`src/rtl/ssxalu_pkg.sv`:
```
// Package for the subtract/swap/xor execution datapath
`default_nettype none
package ssxalu_pkg;
  // Operation select codes, one-hot
  typedef enum logic [7:0] {
    SSX_OP_NONE = 8'h01,
    SSX_OP_SUB_LIT = 8'h02,
    SSX_OP_SUB_FILE = 8'h04,
    SSX_OP_SUB_BORROW = 8'h08,
    SSX_OP_SWAP = 8'h10,
    SSX_OP_LOAD_DIR = 8'h20,
    SSX_OP_XOR_LIT = 8'h40,
    SSX_OP_XOR_FILE = 8'h80
  } ssxalu_op_t;
  localparam int SSX_DATA_W = 8;
  localparam int SSX_ADDR_W = 7;
  localparam int SSX_NIB_HI = 7;
  localparam int SSX_NIB_LO = 3;
  localparam logic [2:0] SSX_DIR_A_SEL = 3'h5;
  localparam logic [2:0] SSX_DIR_B_SEL = 3'h6;
  localparam logic [2:0] SSX_DIR_C_SEL = 3'h7;
  localparam logic [7:0] SSX_W_RESET = 8'h00;
  localparam logic [7:0] SSX_DIR_RESET = 8'hFF;
  localparam logic SSX_FLAG_RESET = 1'b0;
  localparam logic SSX_DEST_W = 1'b0;
endpackage : ssxalu_pkg
`default_nettype wire

```
`src/rtl/ssxalu_core.sv`:
```
// Execution datapath for subtract, swap, direction load and xor operations
`default_nettype none
module ssxalu_core
  import ssxalu_pkg::*;
(
  // Clock, reset, enable
  input wire logic clk,
  input wire logic rst_n,
  input wire logic clk_en,
  // Instruction from decoder
  input wire logic op_valid,
  input wire ssxalu_op_t op_sel,
  input wire logic [7:0] literal,
  input wire logic [6:0] file_addr,
  input wire logic dest_sel,
  // File register read data for file_addr
  input wire logic [7:0] file_rdata,
  // File register write-back
  output logic file_we,
  output logic [6:0] file_waddr,
  output logic [7:0] file_wdata,
  // Architectural state
  output logic [7:0] w_out,
  output logic carry_flag,
  output logic digit_carry_flag,
  output logic zero_flag,
  output logic [7:0] port_a_direction,
  output logic [7:0] port_b_direction,
  output logic [7:0] port_c_direction
);
  ////////////////////////////////////////////////////////////////////////////
  logic [7:0] w_reg, w_next;
  logic c_reg, c_next, dc_reg, dc_next, z_reg, z_next;
  logic [7:0] dir_reg [3];
  logic [7:0] dir_next [3];
  logic fwe_reg, fwe_next;
  logic [6:0] fwa_reg, fwa_next;
  logic [7:0] fwd_reg, fwd_next;
  logic [7:0] sub_a, sub_diff, result;
  logic sub_cin, sub_c, sub_dc;
  logic to_dest, upd_z, upd_cdc;

  // Literal ops use the literal as minuend, file ops the file register
  ssxalu_sub u_sub (
    .minuend(sub_a),
    .subtrahend(w_reg),
    .carry_in(sub_cin),
    .diff(sub_diff),
    .carry_out(sub_c),
    .digit_carry_out(sub_dc)
  );

  ////////////////////////////////////////////////////////////////////////////
  always_comb begin
    sub_a = file_rdata;
    sub_cin = 1'b1;
    result = 8'h00;
    to_dest = 1'b0;
    upd_z = 1'b0;
    upd_cdc = 1'b0;
    case (op_sel)
      SSX_OP_SUB_LIT: begin
        sub_a = literal;
        result = sub_diff;
        upd_z = 1'b1;
        upd_cdc = 1'b1;
      end
      SSX_OP_SUB_FILE: begin
        result = sub_diff;
        to_dest = 1'b1;
        upd_z = 1'b1;
        upd_cdc = 1'b1;
      end
      SSX_OP_SUB_BORROW: begin
        sub_cin = c_reg;
        result = sub_diff;
        to_dest = 1'b1;
        upd_z = 1'b1;
        upd_cdc = 1'b1;
      end
      SSX_OP_SWAP: begin
        result = {file_rdata[SSX_NIB_LO:0], file_rdata[SSX_NIB_HI:4]};
        to_dest = 1'b1;
      end
      SSX_OP_XOR_LIT: begin
        result = w_reg ^ literal;
        upd_z = 1'b1;
      end
      SSX_OP_XOR_FILE: begin
        result = w_reg ^ file_rdata;
        to_dest = 1'b1;
        upd_z = 1'b1;
      end
      default: begin
        result = 8'h00;
      end
    endcase
  end

  ////////////////////////////////////////////////////////////////////////////
  always_comb begin
    w_next = w_reg;
    c_next = c_reg;
    dc_next = dc_reg;
    z_next = z_reg;
    fwe_next = 1'b0;
    fwa_next = fwa_reg;
    fwd_next = fwd_reg;
    for (int i = 0; i < 3; i++) begin
      dir_next[i] = dir_reg[i];
    end
    if (op_valid) begin
      if (op_sel == SSX_OP_LOAD_DIR) begin
        if (file_addr[2:0] == SSX_DIR_A_SEL && file_addr[6:3] == 4'h0) begin
          dir_next[0] = w_reg;
        end else if (file_addr == {4'h0, SSX_DIR_B_SEL}) begin
          dir_next[1] = w_reg;
        end else if (file_addr == {4'h0, SSX_DIR_C_SEL}) begin
          dir_next[2] = w_reg;
        end
      end else if (op_sel != SSX_OP_NONE) begin
        if (to_dest && dest_sel != SSX_DEST_W) begin
          fwe_next = 1'b1;
          fwa_next = file_addr;
          fwd_next = result;
        end else begin
          w_next = result;
        end
        if (upd_cdc) begin
          c_next = sub_c;
          dc_next = sub_dc;
        end
        if (upd_z) begin
          z_next = (result == 8'h00);
        end
      end
    end
  end

  // Direction registers reset to all inputs, the safe pin state
  always_ff @(posedge clk or negedge rst_n) begin
    if (!rst_n) begin
      w_reg <= SSX_W_RESET;
      c_reg <= SSX_FLAG_RESET;
      dc_reg <= SSX_FLAG_RESET;
      z_reg <= SSX_FLAG_RESET;
      fwe_reg <= 1'b0;
      fwa_reg <= 7'h00;
      fwd_reg <= 8'h00;
      for (int i = 0; i < 3; i++) begin
        dir_reg[i] <= SSX_DIR_RESET;
      end
    end else if (clk_en) begin
      w_reg <= w_next;
      c_reg <= c_next;
      dc_reg <= dc_next;
      z_reg <= z_next;
      fwe_reg <= fwe_next;
      fwa_reg <= fwa_next;
      fwd_reg <= fwd_next;
      for (int i = 0; i < 3; i++) begin
        dir_reg[i] <= dir_next[i];
      end
    end
  end

  assign w_out = w_reg;
  assign carry_flag = c_reg;
  assign digit_carry_flag = dc_reg;
  assign zero_flag = z_reg;
  assign file_we = fwe_reg;
  assign file_waddr = fwa_reg;
  assign file_wdata = fwd_reg;
  assign port_a_direction = dir_reg[0];
  assign port_b_direction = dir_reg[1];
  assign port_c_direction = dir_reg[2];

  ////////////////////////////////////////////////////////////////////////////
  logic go;
  assign go = clk_en && op_valid;

  chk_sub_lit_value: assert property (@(posedge clk) disable iff (!rst_n)
    go && op_sel == SSX_OP_SUB_LIT |=> w_reg == $past(literal) - $past(w_reg))
    else $error("literal subtract result wrong");
  chk_sub_lit_carry: assert property (@(posedge clk) disable iff (!rst_n)
    go && op_sel == SSX_OP_SUB_LIT |=> c_reg == ($past(w_reg) <= $past(literal))
      && dc_reg == ($past(w_reg[3:0]) <= $past(literal[3:0])))
    else $error("literal subtract carry wrong");
  chk_sub_file_dest: assert property (@(posedge clk) disable iff (!rst_n)
    go && op_sel == SSX_OP_SUB_FILE && dest_sel |=> file_we
      && file_wdata == $past(file_rdata) - $past(w_reg)
      && c_reg == ($past(w_reg) <= $past(file_rdata)))
    else $error("file subtract result wrong");
  chk_sub_borrow: assert property (@(posedge clk) disable iff (!rst_n)
    go && op_sel == SSX_OP_SUB_BORROW && !dest_sel |=> w_reg ==
      8'($past(file_rdata) - $past(w_reg) - {7'h00, !$past(c_reg)}))
    else $error("borrow subtract result wrong");
  chk_swap_flags: assert property (@(posedge clk) disable iff (!rst_n)
    go && op_sel == SSX_OP_SWAP && !dest_sel |=> $stable({c_reg, dc_reg, z_reg})
      && w_reg == {$past(file_rdata[3:0]), $past(file_rdata[7:4])})
    else $error("swap wrong");
  chk_dir_load: assert property (@(posedge clk) disable iff (!rst_n)
    go && op_sel == SSX_OP_LOAD_DIR && file_addr == 7'h06
      |=> dir_reg[1] == $past(w_reg) && $stable(dir_reg[0]) && $stable(z_reg))
    else $error("direction load wrong");
  chk_xor_lit: assert property (@(posedge clk) disable iff (!rst_n)
    go && op_sel == SSX_OP_XOR_LIT |=> w_reg == ($past(w_reg) ^ $past(literal))
      && $stable(c_reg) && $stable(dc_reg))
    else $error("literal xor wrong");
  chk_xor_file: assert property (@(posedge clk) disable iff (!rst_n)
    go && op_sel == SSX_OP_XOR_FILE && dest_sel |=> file_we
      && file_wdata == ($past(w_reg) ^ $past(file_rdata)) && $stable(w_reg))
    else $error("file xor wrong");
  chk_dest_w: assert property (@(posedge clk) disable iff (!rst_n)
    go && op_sel == SSX_OP_XOR_FILE && !dest_sel |=> !file_we)
    else $error("write-back with working destination");
  chk_zero_flag: assert property (@(posedge clk) disable iff (!rst_n)
    go && op_sel == SSX_OP_XOR_LIT |=> zero_flag == (w_reg == 8'h00))
    else $error("zero flag wrong");
endmodule : ssxalu_core
`default_nettype wire

```
`src/rtl/ssxalu_sub.sv`:
```
// Eight-bit subtractor with no-borrow carry and digit carry
`default_nettype none
module ssxalu_sub
  import ssxalu_pkg::*;
(
  // Operands
  input wire logic [7:0] minuend,
  input wire logic [7:0] subtrahend,
  input wire logic carry_in,
  // Results
  output logic [7:0] diff,
  output logic carry_out,
  output logic digit_carry_out
);
  logic [4:0] low_sum;
  logic [8:0] full_sum;
  // Two's complement: a + ~b + c, carry out high means no borrow
  always_comb begin
    low_sum = {1'b0, minuend[3:0]} + {1'b0, ~subtrahend[3:0]}
      + {4'h0, carry_in};
    full_sum = {1'b0, minuend} + {1'b0, ~subtrahend} + {8'h00, carry_in};
    diff = full_sum[7:0];
    carry_out = full_sum[8];
    digit_carry_out = low_sum[4];
  end
endmodule : ssxalu_sub
`default_nettype wire

```
`config.mk`:
```
export PLATFORM = sky130hd
export DESIGN_NAME = ssxalu_core
export DESIGN_NICKNAME = d
export VERILOG_FILES = /design/src/rtl/ssxalu_pkg.sv /design/src/rtl/ssxalu_core.sv /design/src/rtl/ssxalu_sub.sv
export SDC_FILE = /design/constraint.sdc
export NUM_CORES = 1
export LEC_CHECK = 0
export ABC_AREA = 1
export BUFFER_PORTS_ARGS = -buffer_cell sky130_fd_sc_hd__buf_2
export CORE_MARGIN = 2
export CORE_UTILIZATION = 29
export CTS_BUF_LIST = sky130_fd_sc_hd__clkbuf_8
export CTS_CLUSTER_DIAMETER = 200
export DETAILED_ROUTE_END_ITERATION = 6
export GPL_ROUTABILITY_DRIVEN = 0
export SLEW_MARGIN = 30
export SYNTH_ARGS = -nofsm -noshare
export SYNTH_HDL_FRONTEND = slang
export SYNTH_SLANG_ARGS = --single-unit
```
`constraint.sdc`:
```
create_clock -name clk -period 3.2 [get_ports clk]
set_input_delay 0.32 -clock clk [delete_from_list [all_inputs] [get_ports clk]]
set_output_delay 0.32 -clock clk [all_outputs]
set_load 0.01 [all_outputs]
```
# [Word level (Yosys, flattened, before mapping)]
# Cells that the tools add are included.
[totals] register_bits=51 latch_bits=0 ramBits=0 mem_bits_ro=0 input_bits=36 out_inout_bits=51 word_cells=57 mem_count=0
[classes] add_sub_neg=4 multipliers=0 div_mod_pow=0 magnitude_cmp=0 eq_ne=11 shift=0 mux=10 n_bitwise=8 reduce_logical=14
[ops] cell="8-bit one-hot mux with 4 select lines" count=1
[ops] cell="5-bit AND reduction" count=5
[ops] cell="8-bit bitwise XOR" count=2
[ops] cell="7-bit by 3-bit equality test with 1-bit output, second input constant" count=2
[ops] cell="8-bit by 8-bit adder with 9-bit output" count=1
[ops] cell="9-bit by 1-bit adder with 9-bit output" count=1
[ops] cell="8-bit by 2-bit equality test with 1-bit output, second input constant" count=1
[ops] cell="8-bit by 3-bit equality test with 1-bit output, second input constant" count=1
[ops] cell="8-bit by 4-bit equality test with 1-bit output, second input constant" count=1
[ops] cell="8-bit by 5-bit equality test with 1-bit output, second input constant" count=1
[ops] cell="8-bit by 6-bit equality test with 1-bit output, second input constant" count=1
[ops] cell="8-bit by 7-bit equality test with 1-bit output, second input constant" count=1
[ops] cell="8-bit equality test, second input constant" count=1
[ops] cell="8-bit zero test" count=1
[ops] cell="1-bit two-way mux" count=8
[ops] cell="8-bit two-way mux" count=1
[ops] cell="8-bit by 1-bit != test with 1-bit output, second input constant" count=1
[ops] cell="8-bit inverter" count=1
[ops] cell="6-bit AND reduction" count=1
[ops] cell="4-bit by 4-bit adder with 5-bit output" count=1
[ops] cell="5-bit by 1-bit adder with 5-bit output" count=1
[ops] cell="5-bit OR reduction" count=1
[ops] cell="4-bit zero test" count=1
[ops] cell="1-bit inverter" count=4
[ops] cell="other kinds (6)" count=7

# [Logic depth before layout (Yosys ltp)]
# Gate-level depths: netlist of the first run.
[depth] word_depth=8 depth_mapped=21 depth_no_buf=21

# [By module]
# A second synthesis of the first run with hierarchy kept.
[unflattened] cells_unflattened=427 hier_area_um2=3170.5
[by_module_without_submodules] module="ssxalu_core" n_inst=1 cells_per_inst=355 area_each_um2=2767.7
[by_module_without_submodules] module="ssxalu_sub" n_inst=1 cells_per_inst=72 area_each_um2=402.9

# [Least setup slack after synthesis of the first run]
# No wires, ideal clock.
[synth_timing] path_type="input to register" from="in op_sel[4]" to="reg z_reg, in the netlist zero_flag" t_arrival_ps=2657 required_time_ps=3084 setup_slack_ps=426 stages=17 path_cell_list="nor2_1 > nand2_1 > nor2_2 > clkbuf_1 > o21ai_0 > fa_1 > inv_1 > fa_1 > nand3b_1 > nand2_1 > a21oi_1 > nor2_1 > nand3b_1 > nand3_1 > nor2_1 > nand2_1 > nand2_1"
[synth_via] elab_chain_len=6 elab_cells_between_ends=19 cone_classes="add/sub (2); eq/ne (8); mux (4); bitwise (1); reduce/logical (4)"
[synth_rtl] element="start, declared" line_no="ssxalu_core.sv:12" text="input wire ssxalu_op_t op_sel,"
[synth_rtl] element="8-bit by 2-bit equality test with 1-bit output" line_no="ssxalu_core.sv:61" text="case (op_sel)"
[synth_rtl] element="8-bit two-way mux" line_no="ssxalu_core.sv:61"
[synth_rtl] element="8-bit by 8-bit adder with 9-bit output" line_no="ssxalu_sub.sv:21" text="full_sum = {1'b0, minuend} + {1'b0, ~subtrahend} + {8'h00, carry_in};"
[synth_rtl] element="9-bit by 1-bit adder with 9-bit output" line_no="ssxalu_sub.sv:21"
[synth_rtl] element="8-bit one-hot mux with 4 select lines" line_no="ssxalu_core.sv:61"
[synth_rtl] element="8-bit zero test" line_no="ssxalu_core.sv:134" text="z_next = (result == 8'h00);"
[synth_rtl] element="end signal, assigned" line_no="ssxalu_core.sv:157" text="z_reg <= z_next;"
[synth_rtl] element="end, declared" line_no="ssxalu_core.sv:33" text="logic c_reg, c_next, dc_reg, dc_next, z_reg, z_next;"
# Several ways; a longest one is shown, not always the timed one.
# A chain may end at the register's enable or synchronous reset.

# [Worst setup path in the final report of the first run]
[layout_timing] from="in op_sel[5]" to="reg z_reg, in the netlist zero_flag"
# Same word-level chain as after synthesis.

==> results of run 1 <==
==> registers in the layout (all words and copies together) (netlist names) <==
name,count
port_c_direction,8
digit_carry_flag,1
w_out,8
file_wdata,8
port_b_direction,8
port_a_direction,8
carry_flag,1
file_waddr,7
file_we,1
zero_flag,1
==> layout make-up <==
cell class	instances	area, um2	share of cell area, %
multi-input combinational	306	1480	40.0
sequential	51	1310	35.3
timing repair buffer	90	460	12.4
inverter	47	176	4.76
tap	136	170	4.59
clock buffer	5	68.8	1.86
clock inverter	3	40.0	1.08
==> cells by family (layout without fill, tap and decap cells) <==
logic type	count (synthesis)	after routing	share of synthesized area (%)
DFF	51	51	43.3
buffers and inverters	56	145	7.59
xor gates and xnor gates	1	1	0.290
AOI/OAI and AO/OA	61	61	10.4
adders and majority gates	9	9	4.23
and+or+nand+nor	235	235	34.2
==> synthesized netlist by cell type <==
cell type  number  area (um2)
a21oi_1         9        45.0
a21oi_2         1        8.76
a31oi_1         1        6.26
buf_2           3        15.0
buf_6           2        22.5
clkbuf_1        4        15.0
dfrtp_1        27         676
dfstp_2        24         631
fa_1            2        40.0
ha_1            7        87.6
inv_1          42         158
inv_2           5        18.8
nand2_1       138         518
nand2_2         5        31.3
nand2_4         2        22.5
nand3_1        36         180
nand3_2         1        10.0
nand3b_1        4        30.0
nand4_1         3        18.8
nor2_1         36         135
nor2_2          2        12.5
nor2_4          2        22.5
nor2_8          1        20.0
nor3_1          2        10.0
nor4_1          1        6.26
o211ai_1        1        7.51
o21ai_0        44         220
o21ai_1         4        20.0
o21bai_1        1        7.51
or2_1           1        6.26
or4_1           1        7.51
xnor2_1         1        8.76
==> final timing paths <==
path | startpoint | to | slack (ns) | cells past startpoint
setup / recovery | op_sel[5] | zero_flag$_DFFE_PN0P_ | 0.47 | 16
hold / removal | rst_n | file_wdata[6]$_DFFE_PN0P_ | 0.10 | 1
setup reg to reg | carry_flag$_DFFE_PN0P_ | zero_flag$_DFFE_PN0P_ | 0.54 | 13
hold reg to reg | file_waddr[5]$_DFFE_PN0P_ | file_waddr[5]$_DFFE_PN0P_ | 0.47 | 2
max in group asynchronous | rst_n | port_a_direction[6]$_DFFE_PN1P_ | 2.38 | 2
min in group clk | clk_en | file_we$_DFFE_PN0P_ | 0.23 | 2
==> metal layers <==
layer	vias up	GRT usage, %
met4	0	4.51
met5	-	0
met1	1390	21.4
met3	8	3.31
met2	112	25.8
li1	1488	-
==> critical path: stages <==
cell and delay [ns]:
buf_2 0.12, nor2_1 0.22, nand3_1 0.16, or4_1 0.44
fa_1 0.41, inv_1 0.08, fa_1 0.20, nand3b_1 0.16
nand2_1 0.08, a21oi_1 0.18, nor2_1 0.07, nand3b_1 0.15
nand3_1 0.15, nor2_1 0.07, nand2_1 0.07, nand2_1 0.05
==> where the power goes <==
part           total [mW]  switching, mW  internal [mW]
registers           0.672         0.0112          0.660
clock network       0.445          0.214          0.231
logic               0.195          0.126         0.0696
total                1.31          0.351          0.961
==> summary.md, run 1 <==
| Metric | Value |
|---|---|
| Syn Inst Count | 413 |
| Min Tclk post-route | 2.73 ns |
| Hold Fails Final Rpt | 0 |
| Post-CTS sizing | 0 |
| Leak | 1.99 nW |
| VDD IR-drop max | 0.188 mV |
| Area of the core | 10200 um2 |
| Final setup fails | 0 |
| Synth warn | 0 |
| FILL cells | 1086 |
| Vias | 2998 |
| Setup tns final | 0 ns |
| First-pass GRT wire length | 14200 um |
| Max Root-Sink Buffers | 2 |
| Clock transition at the registers of the reported paths | 0.10 ns |
| Inst Count DP | 630 |
| GR Util All Layers | 15.9% |
| RSZ-0062 raised after global routing | no |
| Vias/cell | 4.70 |
| CP Launch Type | input pin |
| Site Rows | 37 |
| Nets | 546 |
| Skew-Pair Late Insertion Delay | 0.30 ns |
| Total wire length | 8800 um |
| Initial antenna violation count | 0 |
| Total power | 1.31 mW |
| Max-slew violation count | 0 |
| Least-Margin Pin Slew | 0.796 ns |
| Util after Layout | 36.2% |
| PortBufs | 86 |
| Layout area overhead | 22.8% |
| Share of layout cells above drive strength 1 | 27.9% |
| WP data required | 3.41 ns |
| DRT antenna net count | 0 |
| Clk sink count | 51 |
| Count of cell types in the netlist | 32 |
| Largest net degree at the start of global routing | 37 |
| CTS Buf Count | 5 |
| I/O pin cnt | 87 |
| Die Y | 106 um |
| Commonest cells after routing, fill and taps aside | nand2_1 (138), buf_2 (86), o21ai_0 (44) |
| Hold Path Class | in2async |
| DR WL/cell | 13.8 um |
| Critical Path End Type | register |
| Final worst setup slack | 0.466 ns |
| WP data arrival | 2.94 ns |
| DR top layer | met4 |
| Pre-CTS WS | 0.152 ns |
| Placed cell area | 3600 um2 |
| Outcome | finished, final reports clean |
| Cts hold-fix bufs | 0 |
| Clk root buf | clkbuf_8 |
| Post-CTS setup buffers | 0 |
| Vias in the first global route | 2927 |
| Fmax | 366 MHz |
| Syn nets | 458 |
| First-pass iteration count of the detailed router | 5 |
| Pwr Density | 354 nW/um2 |
| Met1 WL | 4160 um |
| GRT overflow | 0 |
| Synthesized area | 3020 um2 |
| Worst Path Class, Setup | in2reg |
| Hold_ws | 0.104 ns |
| Layout Cell Area excl Fill | 3700 um2 |
| CTS tree | done |
| Slew headroom | 47.0% |
| Final period util | 85.4% |
| Metal3 WL | 545 um |
| Initial Util | 29.5% |
| Layout Skew | 0.0163 ns |
| MaxCap Viol Count | 0 |
| Initial detailed-routing violation count | 212 |
| Synth Register Bits | 51 |
| Detailed-route DRC error count | 0 |
| Area of the die | 11200 um2 |
| Detailed placement HPWL | 6970 um |
| Non-filler cells in the finished layout | 638 |
| Most common cell after layout, fill and taps aside | nand2_1 |
| Sequential area share after synthesis | 43.3% |
| Routed met2 length | 4000 um |
| CTS HTree Levels | 2 |
| DIE WIDTH | 106 um |
| Diodes inserted | 0 |
| Critical path peak fanout | 4 |
| Syn avg cell area | 7.31 um2 |
No activity file was read; power rests on OpenSTA's default activity.
==> inputs of run 2 (changes only) <==
--- a/config.mk
+++ b/config.mk
@@ -16,4 +16,5 @@
 export SLEW_MARGIN = 30
 export SYNTH_ARGS = -nofsm -noshare
 export SYNTH_HDL_FRONTEND = slang
+export SYNTH_HIERARCHICAL = 1
 export SYNTH_SLANG_ARGS = --single-unit
==> summary.md, run 2 <==
| Metric | Value |
|---|---|
| Largest net degree at the start of global routing | 43 (+16%) |
| GR Util All Layers | 15.1% (-0.78 points) |
| Setup tns final | 0 ns (unchanged) |
| CTS HTree Levels | 2 (unchanged) |
| I/O pin cnt | 87 (unchanged) |
| Worst Path Class, Setup | in2reg |
| CTS tree | done |
| Layout Skew | 0.0119 ns (-0.00443 ns) |
| Syn avg cell area | 7.43 um2 (+1.6%) |
| Skew-Pair Late Insertion Delay | 0.30 ns (about the same) |
| Count of cell types in the netlist | 36 (+13%) |
| Min Tclk post-route | 2.60 ns (-0.132 ns) |
| Placed cell area | 3750 um2 (+4.4%) |
| Post-CTS sizing | 0 (unchanged) |
| Most numerous cell in the Yosys netlist | nand2_1 |
| Ys async rst share | 100% (unchanged) |
| Site Rows | 38 (+2.7%) |
| MaxCap Viol Count | 0 (unchanged) |
| Slew headroom | 62.6% (+16 points) |
| DRT antenna net count | 0 (unchanged) |
| Post-synthesis mux area share | 0.710% (+0.71 points) |
| PortBufs | 86 (unchanged) |
| Worst path slowest cell | fa_1 |
| Syn nets | 472 (+3.1%) |
| RSZ-0062 raised after global routing | no |
| Layout Cell Area excl Fill | 3870 um2 (+4.4%) |
| Post-Synth Simple-Gate Area | 30.5% (-3.7 points) |
| Vias/cell | 4.51 (-4.1%) |
| Crit path cell chain | buf_2, nor2_1, nand2_1, inv_1, nand3_2, nor2_1, a21oi_1, inv_1, fa_1, inv_2, fa_1, nand2_1, nand2_1, nand3b_1, nand2_1, nand2_1, nand2_1, a21oi_1, nand2_1, nor2_1, nand2_1, o21bai_1 |
| Synthesized area | 3170 um2 (+5.1%) |
| Detailed-route DRC error count | 0 (unchanged) |
| FILL cells | 1229 (+13%) |
| Fmax | 384 MHz (+5.1%) |
| Number of flops mapped to enable cells by yosys | 0 (unchanged) |
| First-pass iteration count of the detailed router | 4 (-1) |
| Least-Margin Pin Slew | 0.562 ns (-0.234 ns) |
| Max-slew violation count | 0 (unchanged) |
| CP peak stage delay | 0.46 ns (+0.02 ns) |
| CP Launch Type | input pin |
| Nets | 561 (+2.7%) |
| WP data required | 3.43 ns (+0.02 ns) |
| Initial antenna violation count | 0 (unchanged) |
| Vias | 2960 (-1.3%) |
| Commonest cells after routing, fill and taps aside | nand2_1 (123), buf_2 (85), inv_1 (67) |
| Vias in the first global route | 2809 (-4.0%) |
| Area of the core | 10700 um2 (+5.0%) |
| Top cells by area, synth | dfrtp_1 (21%), dfstp_2 (20%), nand2_1 (15%) |
| Critical Path End Type | register |
| Post-synth top area share | 21.3% (-1.1 points) |
| First-pass GRT wire length | 13900 um (-2.3%) |
| Sequential area share after synthesis | 41.2% (-2.1 points) |
| Pwr Density | 352 nW/um2 (-0.49%) |
| Hold Fails Final Rpt | 0 (unchanged) |
| Detailed placement HPWL | 6930 um (-0.51%) |
| Initial detailed-routing violation count | 165 (-22%) |
| Inst Count DP | 649 (+3.0%) |
| Most common cell after layout, fill and taps aside | nand2_1 |
| Non-filler cells in the finished layout | 657 (+3.0%) |
| Biggest area consumer among synthesized cells | dfrtp_1 |
| Cts hold-fix bufs | 0 (unchanged) |
| Syn Inst Count | 427 (+3.4%) |
| Met2 Usage GRT | 24.5% (-1.3 points) |
| Diodes inserted | 0 (unchanged) |
| Initial Util | 29.5% (about the same) |
| Worst R2R Path Depth | 17 (+4) |
| Share of layout cells above drive strength 1 | 30.2% (+2.3 points) |
| Clk sink count | 51 (unchanged) |
| Hold Path Class | in2async |
| Synth Register Bits | 51 (unchanged) |
| Clk root buf | clkbuf_8 |
| Final period util | 81.3% (-4.1 points) |
| Synth warn | 6 (+6) |
| Grt met3 use | 3.25% (-0.056 points) |
| Outcome | finished, final reports clean |
| Total wire length | 8580 um (-2.5%) |
| Max Root-Sink Buffers | 2 (unchanged) |
| Area of the die | 11800 um2 (+4.9%) |
| Post-CTS setup buffers | 0 (unchanged) |
| CTS Buf Count | 5 (unchanged) |
| GRT overflow | 0 (unchanged) |
| Synth Area in Compound Gates | 12.0% (+1.5 points) |
| Synth Flop Type | dfrtp_1 |
| DR WL/cell | 13.1 um (-5.3%) |
| Layout area overhead | 21.9% |
| Die Y | 109 um (+2.4%) |
| Crit path top cell by count | nand2_1 |
| Clock transition at the registers of the reported paths | 0.09 ns (about the same) |
| Leak | 2.04 nW (+2.8%) |
| DIE WIDTH | 109 um (+2.4%) |
| Post-Synth XOR/XNOR Area | 1.10% (+0.81 points) |
| Final setup fails | 0 (unchanged) |
| Synth cell count leaders | nand2_1 (123), inv_1 (67), nand3_1 (33), nor2_1 (32), dfrtp_1 (27) |
| GR Util met1 | 21.3% (-0.14 points) |
| WP data arrival | 2.83 ns (-0.11 ns) |
| Largest family of logic cells by synthesized area | simple AND/OR/NAND/NOR gates |
| Critical path peak fanout | 5 (+1) |
| VDD IR-drop max | 0.243 mV (+29%) |
| Gr busiest metal | met2 |
| Post-Synth Adder-Cell Area | 4.03% (-0.20 points) |
==> run 2: cell types whose count changed in the layout (fill, tap and decap cells not counted), sizes merged, moves of 2 or more <==
cell    change
inv        +23
nor2        -6
nand3b      -2
clkinv      +2
a21oi       +7
nand2      -16
xor2        +4
mux2        +2
nand4       -2
o21a        +2
==> run 2: path summary, 6_finish.rpt <==
check,slack [ns],from,end
min,0.001,rst_n,digit_carry_flag$_DFFE_PN0P_
max reg2reg,0.71,carry_flag$_DFFE_PN0P_,zero_flag$_DFFE_PN0P_
min in group clk,0.19,clk_en,file_we$_DFFE_PN0P_
max in group asynchronous,2.60,rst_n,port_a_direction[2]$_DFFE_PN1P_
min reg2reg,0.48,port_b_direction[4]$_DFFE_PN1P_,port_b_direction[4]$_DFFE_PN1P_
max,0.60,op_sel[5],zero_flag$_DFFE_PN0P_
==> run 2: routing by layer <==
layer	vias up	wire, um
met3	4	546
met4	0	26
met1	1360	4060
li1	1516	-
met2	80	3950
met5	-	0
==> run 2: layout make-up <==
cell class	count	area [um2]	share of cell area [%]
Tap cell	140	175	4.53
Sequential cell	51	1310	33.8
Clock inverter	3	43.8	1.13
Inverter	72	270	6.99
Multi-Input combinational cell	295	1530	39.6
Timing Repair Buffer	91	470	12.2
Clock buffer	5	68.8	1.78
==> run 2: through the flow <==
step	utilization (%)	hold slack, ns	setup WS (ns)	power [mW]
final	36.0	0.00143	0.598	1.36
after global routing	36.0	0.0382	0.412	1.44
after CTS	36.0	0.0225	0.621	1.38
after detailed placement	34.9	0.355	0.300	0.918
after global placement	34.9	0.465	0.418	0.914
after floorplan	-	0.0244	0.491	0.819
==> run 2: logic make-up after synthesis <==
family | after synthesis
compound gates | 68
xor+xnor | 4
fa+ha+maj | 9
buf+inv | 81
flops | 51
mux | 2
simple gates | 212
==> run 2: critical path: cells and delay by family <==
| family | cells | cell delay, ns |
|---|---|---|
| simple gates | 13 | 1.18 |
| fa+ha+maj | 2 | 0.65 |
| compound gates | 3 | 0.33 |
| buf+inv | 4 | 0.32 |
==> run 2: report_power, final <==
group / leakage [nW] / switching (mW) / internal [mW]
registers: 0.558 / 0.0172 / 0.671
clock network: 0.0581 / 0.223 / 0.233
logic: 1.43 / 0.133 / 0.0845
==> inputs of run 3 (changes only) <==
==> constraint.sdc (replaced) <==
create_clock -name clk -period 2.6 [get_ports clk]
set_input_delay 0.26 -clock clk [delete_from_list [all_inputs] [get_ports clk]]
set_output_delay 0.26 -clock clk [all_outputs]
set_load 0.01 [all_outputs]
==> summary.md, run 3 (synthesized netlist as in run 2, its figures left out) <==
| Metric | Value |
|---|---|
| First-pass iteration count of the detailed router | 4 (unchanged) |
| MaxCap Viol Count | 0 (unchanged) |
| GR Util All Layers | 15.2% (+0.10 points) |
| Vias | 3095 (+4.6%) |
| Layout area overhead | 27.2% |
| Net Switching | 473 uW (+27%) |
| Nets | 577 (+2.9%) |
| Clk sink count | 51 (unchanged) |
| Commonest cells after routing, fill and taps aside | nand2_1 (122), buf_2 (86), inv_1 (67) |
| Least-Margin Pin Slew | 0.768 ns (+0.206 ns) |
| Clock transition at the registers of the reported paths | 0.10 ns (about the same) |
| Outcome | finished, final reports clean |
| PortBufs | 86 (unchanged) |
| DR WL/cell | 13.1 um (+0.51%) |
| Detailed placement HPWL | 7100 um (+2.5%) |
| Initial detailed-routing violation count | 117 (-29%) |
| DRT antenna net count | 0 (unchanged) |
| Flop-to-flop setup slack | 0.22 ns (-0.49 ns) |
| Clk root buf | clkbuf_8 |
| FILL cells | 1159 (-5.7%) |
| Worst r2r dst | file_wdata[6]$_DFFE_PN0P_ |
| Most common cell after layout, fill and taps aside | nand2_1 |
| Vias/cell | 4.60 (+2.1%) |
| CP Launch Point | op_sel[5] |
| DIE WIDTH | 109 um (unchanged) |
| CTS HTree Levels | 2 (unchanged) |
| Final setup fails | 0 (unchanged) |
| WP data arrival | 2.59 ns (-0.24 ns) |
| Area of the core | 10700 um2 (unchanged) |
| Hold Fails Final Rpt | 0 (unchanged) |
| Min Tclk post-route | 2.40 ns |
| Skew-Pair Late Insertion Delay | 0.31 ns (about the same) |
| Diodes inserted | 0 (unchanged) |
| Worst Path Class, Setup | in2reg |
| Leak | 2.13 nW (+4.4%) |
| Layout Skew | 0.0121 ns (+0.000195 ns) |
| Site Rows | 38 (unchanged) |
| Clock power share | 37.3% (+3.8 points) |
| Crit path to | file_wdata[6]$_DFFE_PN0P_ |
| I/O pin cnt | 87 (unchanged) |
| Pwr Density | 448 nW/um2 (+27%) |
| Slew headroom | 48.8% (-14 points) |
| Final period util | 92.4% |
| Area of the die | 11800 um2 (unchanged) |
| Hold Path Class | in2async |
| Critical path peak fanout | 4 (-1) |
| Critical Path End Type | register |
| Detailed-route DRC error count | 0 (unchanged) |
| Sequential power share | 46.9% (-3.6 points) |
| Total wire length | 8830 um (+3.0%) |
| Internal | 1.33 mW (+35%) |
| Max Root-Sink Buffers | 2 (unchanged) |
| CP Launch Type | input pin |
| First-pass GRT wire length | 14100 um (+1.5%) |
| VDD IR-drop max | 0.304 mV (+25%) |
| Max-slew violation count | 0 (unchanged) |
| Largest net degree at the start of global routing | 33 (-23%) |
| Vias in the first global route | 2881 (+2.6%) |
| Util after Layout | 37.5% (+1.6 points) |
| Combinational share of power | 15.8% (-0.2 points) |
| GRT overflow | 0 (unchanged) |
| CTS tree | done |
| Initial antenna violation count | 0 (unchanged) |
| Fmax | 416 MHz |
| Die Y | 109 um (unchanged) |
| CTS Buf Count | 5 (unchanged) |
| Switching Share | 26.2% (-1.2 points) |
| Share of layout cells above drive strength 1 | 33.2% (+3.0 points) |
| WP data required | 2.79 ns (-0.64 ns) |
| Worst R2R Path Depth | 17 (unchanged) |
| Setup tns final | 0 ns (unchanged) |
| Initial Util | 29.5% (unchanged) |
| RR Startpoint | carry_flag$_DFFE_PN0P_ |
run 3: critical path, stage by stage:
cell and delay [ns]:
buf_2 0.11, nor2_2 0.11, nand2_1 0.08, inv_1 0.09, nand3_4 0.08, a21oi_1 0.15, inv_1 0.07, fa_1 0.42
inv_2 0.10, fa_2 0.22, nand2_1 0.06, nand2_1 0.08, nand3b_1 0.10, nand3_1 0.09, nand2_1 0.06, a21oi_1 0.15
nand2_1 0.09, buf_4 0.15, nand2_1 0.07, o21ai_1 0.06
run 3: layer usage:
metal  track usage, %  vias up  wire length (um)
met5                0        -                 0
met4             3.02        0                76
met3             2.89       10               640
met2             26.0      103              4170
met1             20.0     1430              3950
li1                 -     1552                 -
run 3: stage by stage:
| stage | power (mW) | std cells | hold WS (ns) | instance area (um2) | setup WS (ns) |
|---|---|---|---|---|---|
| after floorplan | 1.01 | 427 | -0.0356 | 3190 | 0.0226 |
| after global placement | 1.14 | 663 | 0.379 | 3860 | -0.0445 |
| after detailed placement | 1.14 | 663 | 0.387 | 3860 | -0.154 |
| after CTS | 1.83 | 671 | 0.0412 | 4000 | 0.0843 |
| after global routing | 1.91 | 673 | 0.0720 | 4030 | -0.00824 |
| final | 1.81 | 673 | 0.00813 | 4030 | 0.198 |
run 3: worst min path at each step:
stage | slack, ns | endpoint
2_1_floorplan | -0.04 | carry_flag$_DFFE_PN0P_
3_3_place_gp | 0.38 | w_out[3]$_DFFE_PN0P_
3_5_place_dp | 0.39 | w_out[3]$_DFFE_PN0P_
4_1_cts | 0.04 | w_out[3]$_DFFE_PN0P_
5_1_grt | 0.07 | w_out[3]$_DFFE_PN0P_
6_report | 0.008 | w_out[3]$_DFFE_PN0P_
run 3: final cells by class:
type	instances	area [um2]	share of cell area (%)
Inverter	72	270	6.70
Sequential cell	51	1310	32.4
Tap cell	140	175	4.34
Timing Repair Buffer	107	588	14.6
Multi-Input combinational cell	295	1550	38.5
Clock inverter	3	71.3	1.77
Clock buffer	5	68.8	1.71
run 3: what timing repair did:
| item | 4_1_cts | 5_1_grt |
|---|---|---|
| resized for setup | 0 | 5 |
| setup buffers | 0 | 2 |
| endpoints found under the setup margin | 0 | 3 |
| hold buffers | 0 | 0 |
run 3: power groups by stage:
stage	sequential [mW]	clock, mW	combinational [mW]
after detailed placement	0.859	0	0.285
after CTS	0.846	0.698	0.286
after global placement	0.859	0	0.280
final	0.847	0.674	0.286
after global routing	0.850	0.733	0.324
after floorplan	0.872	0	0.137
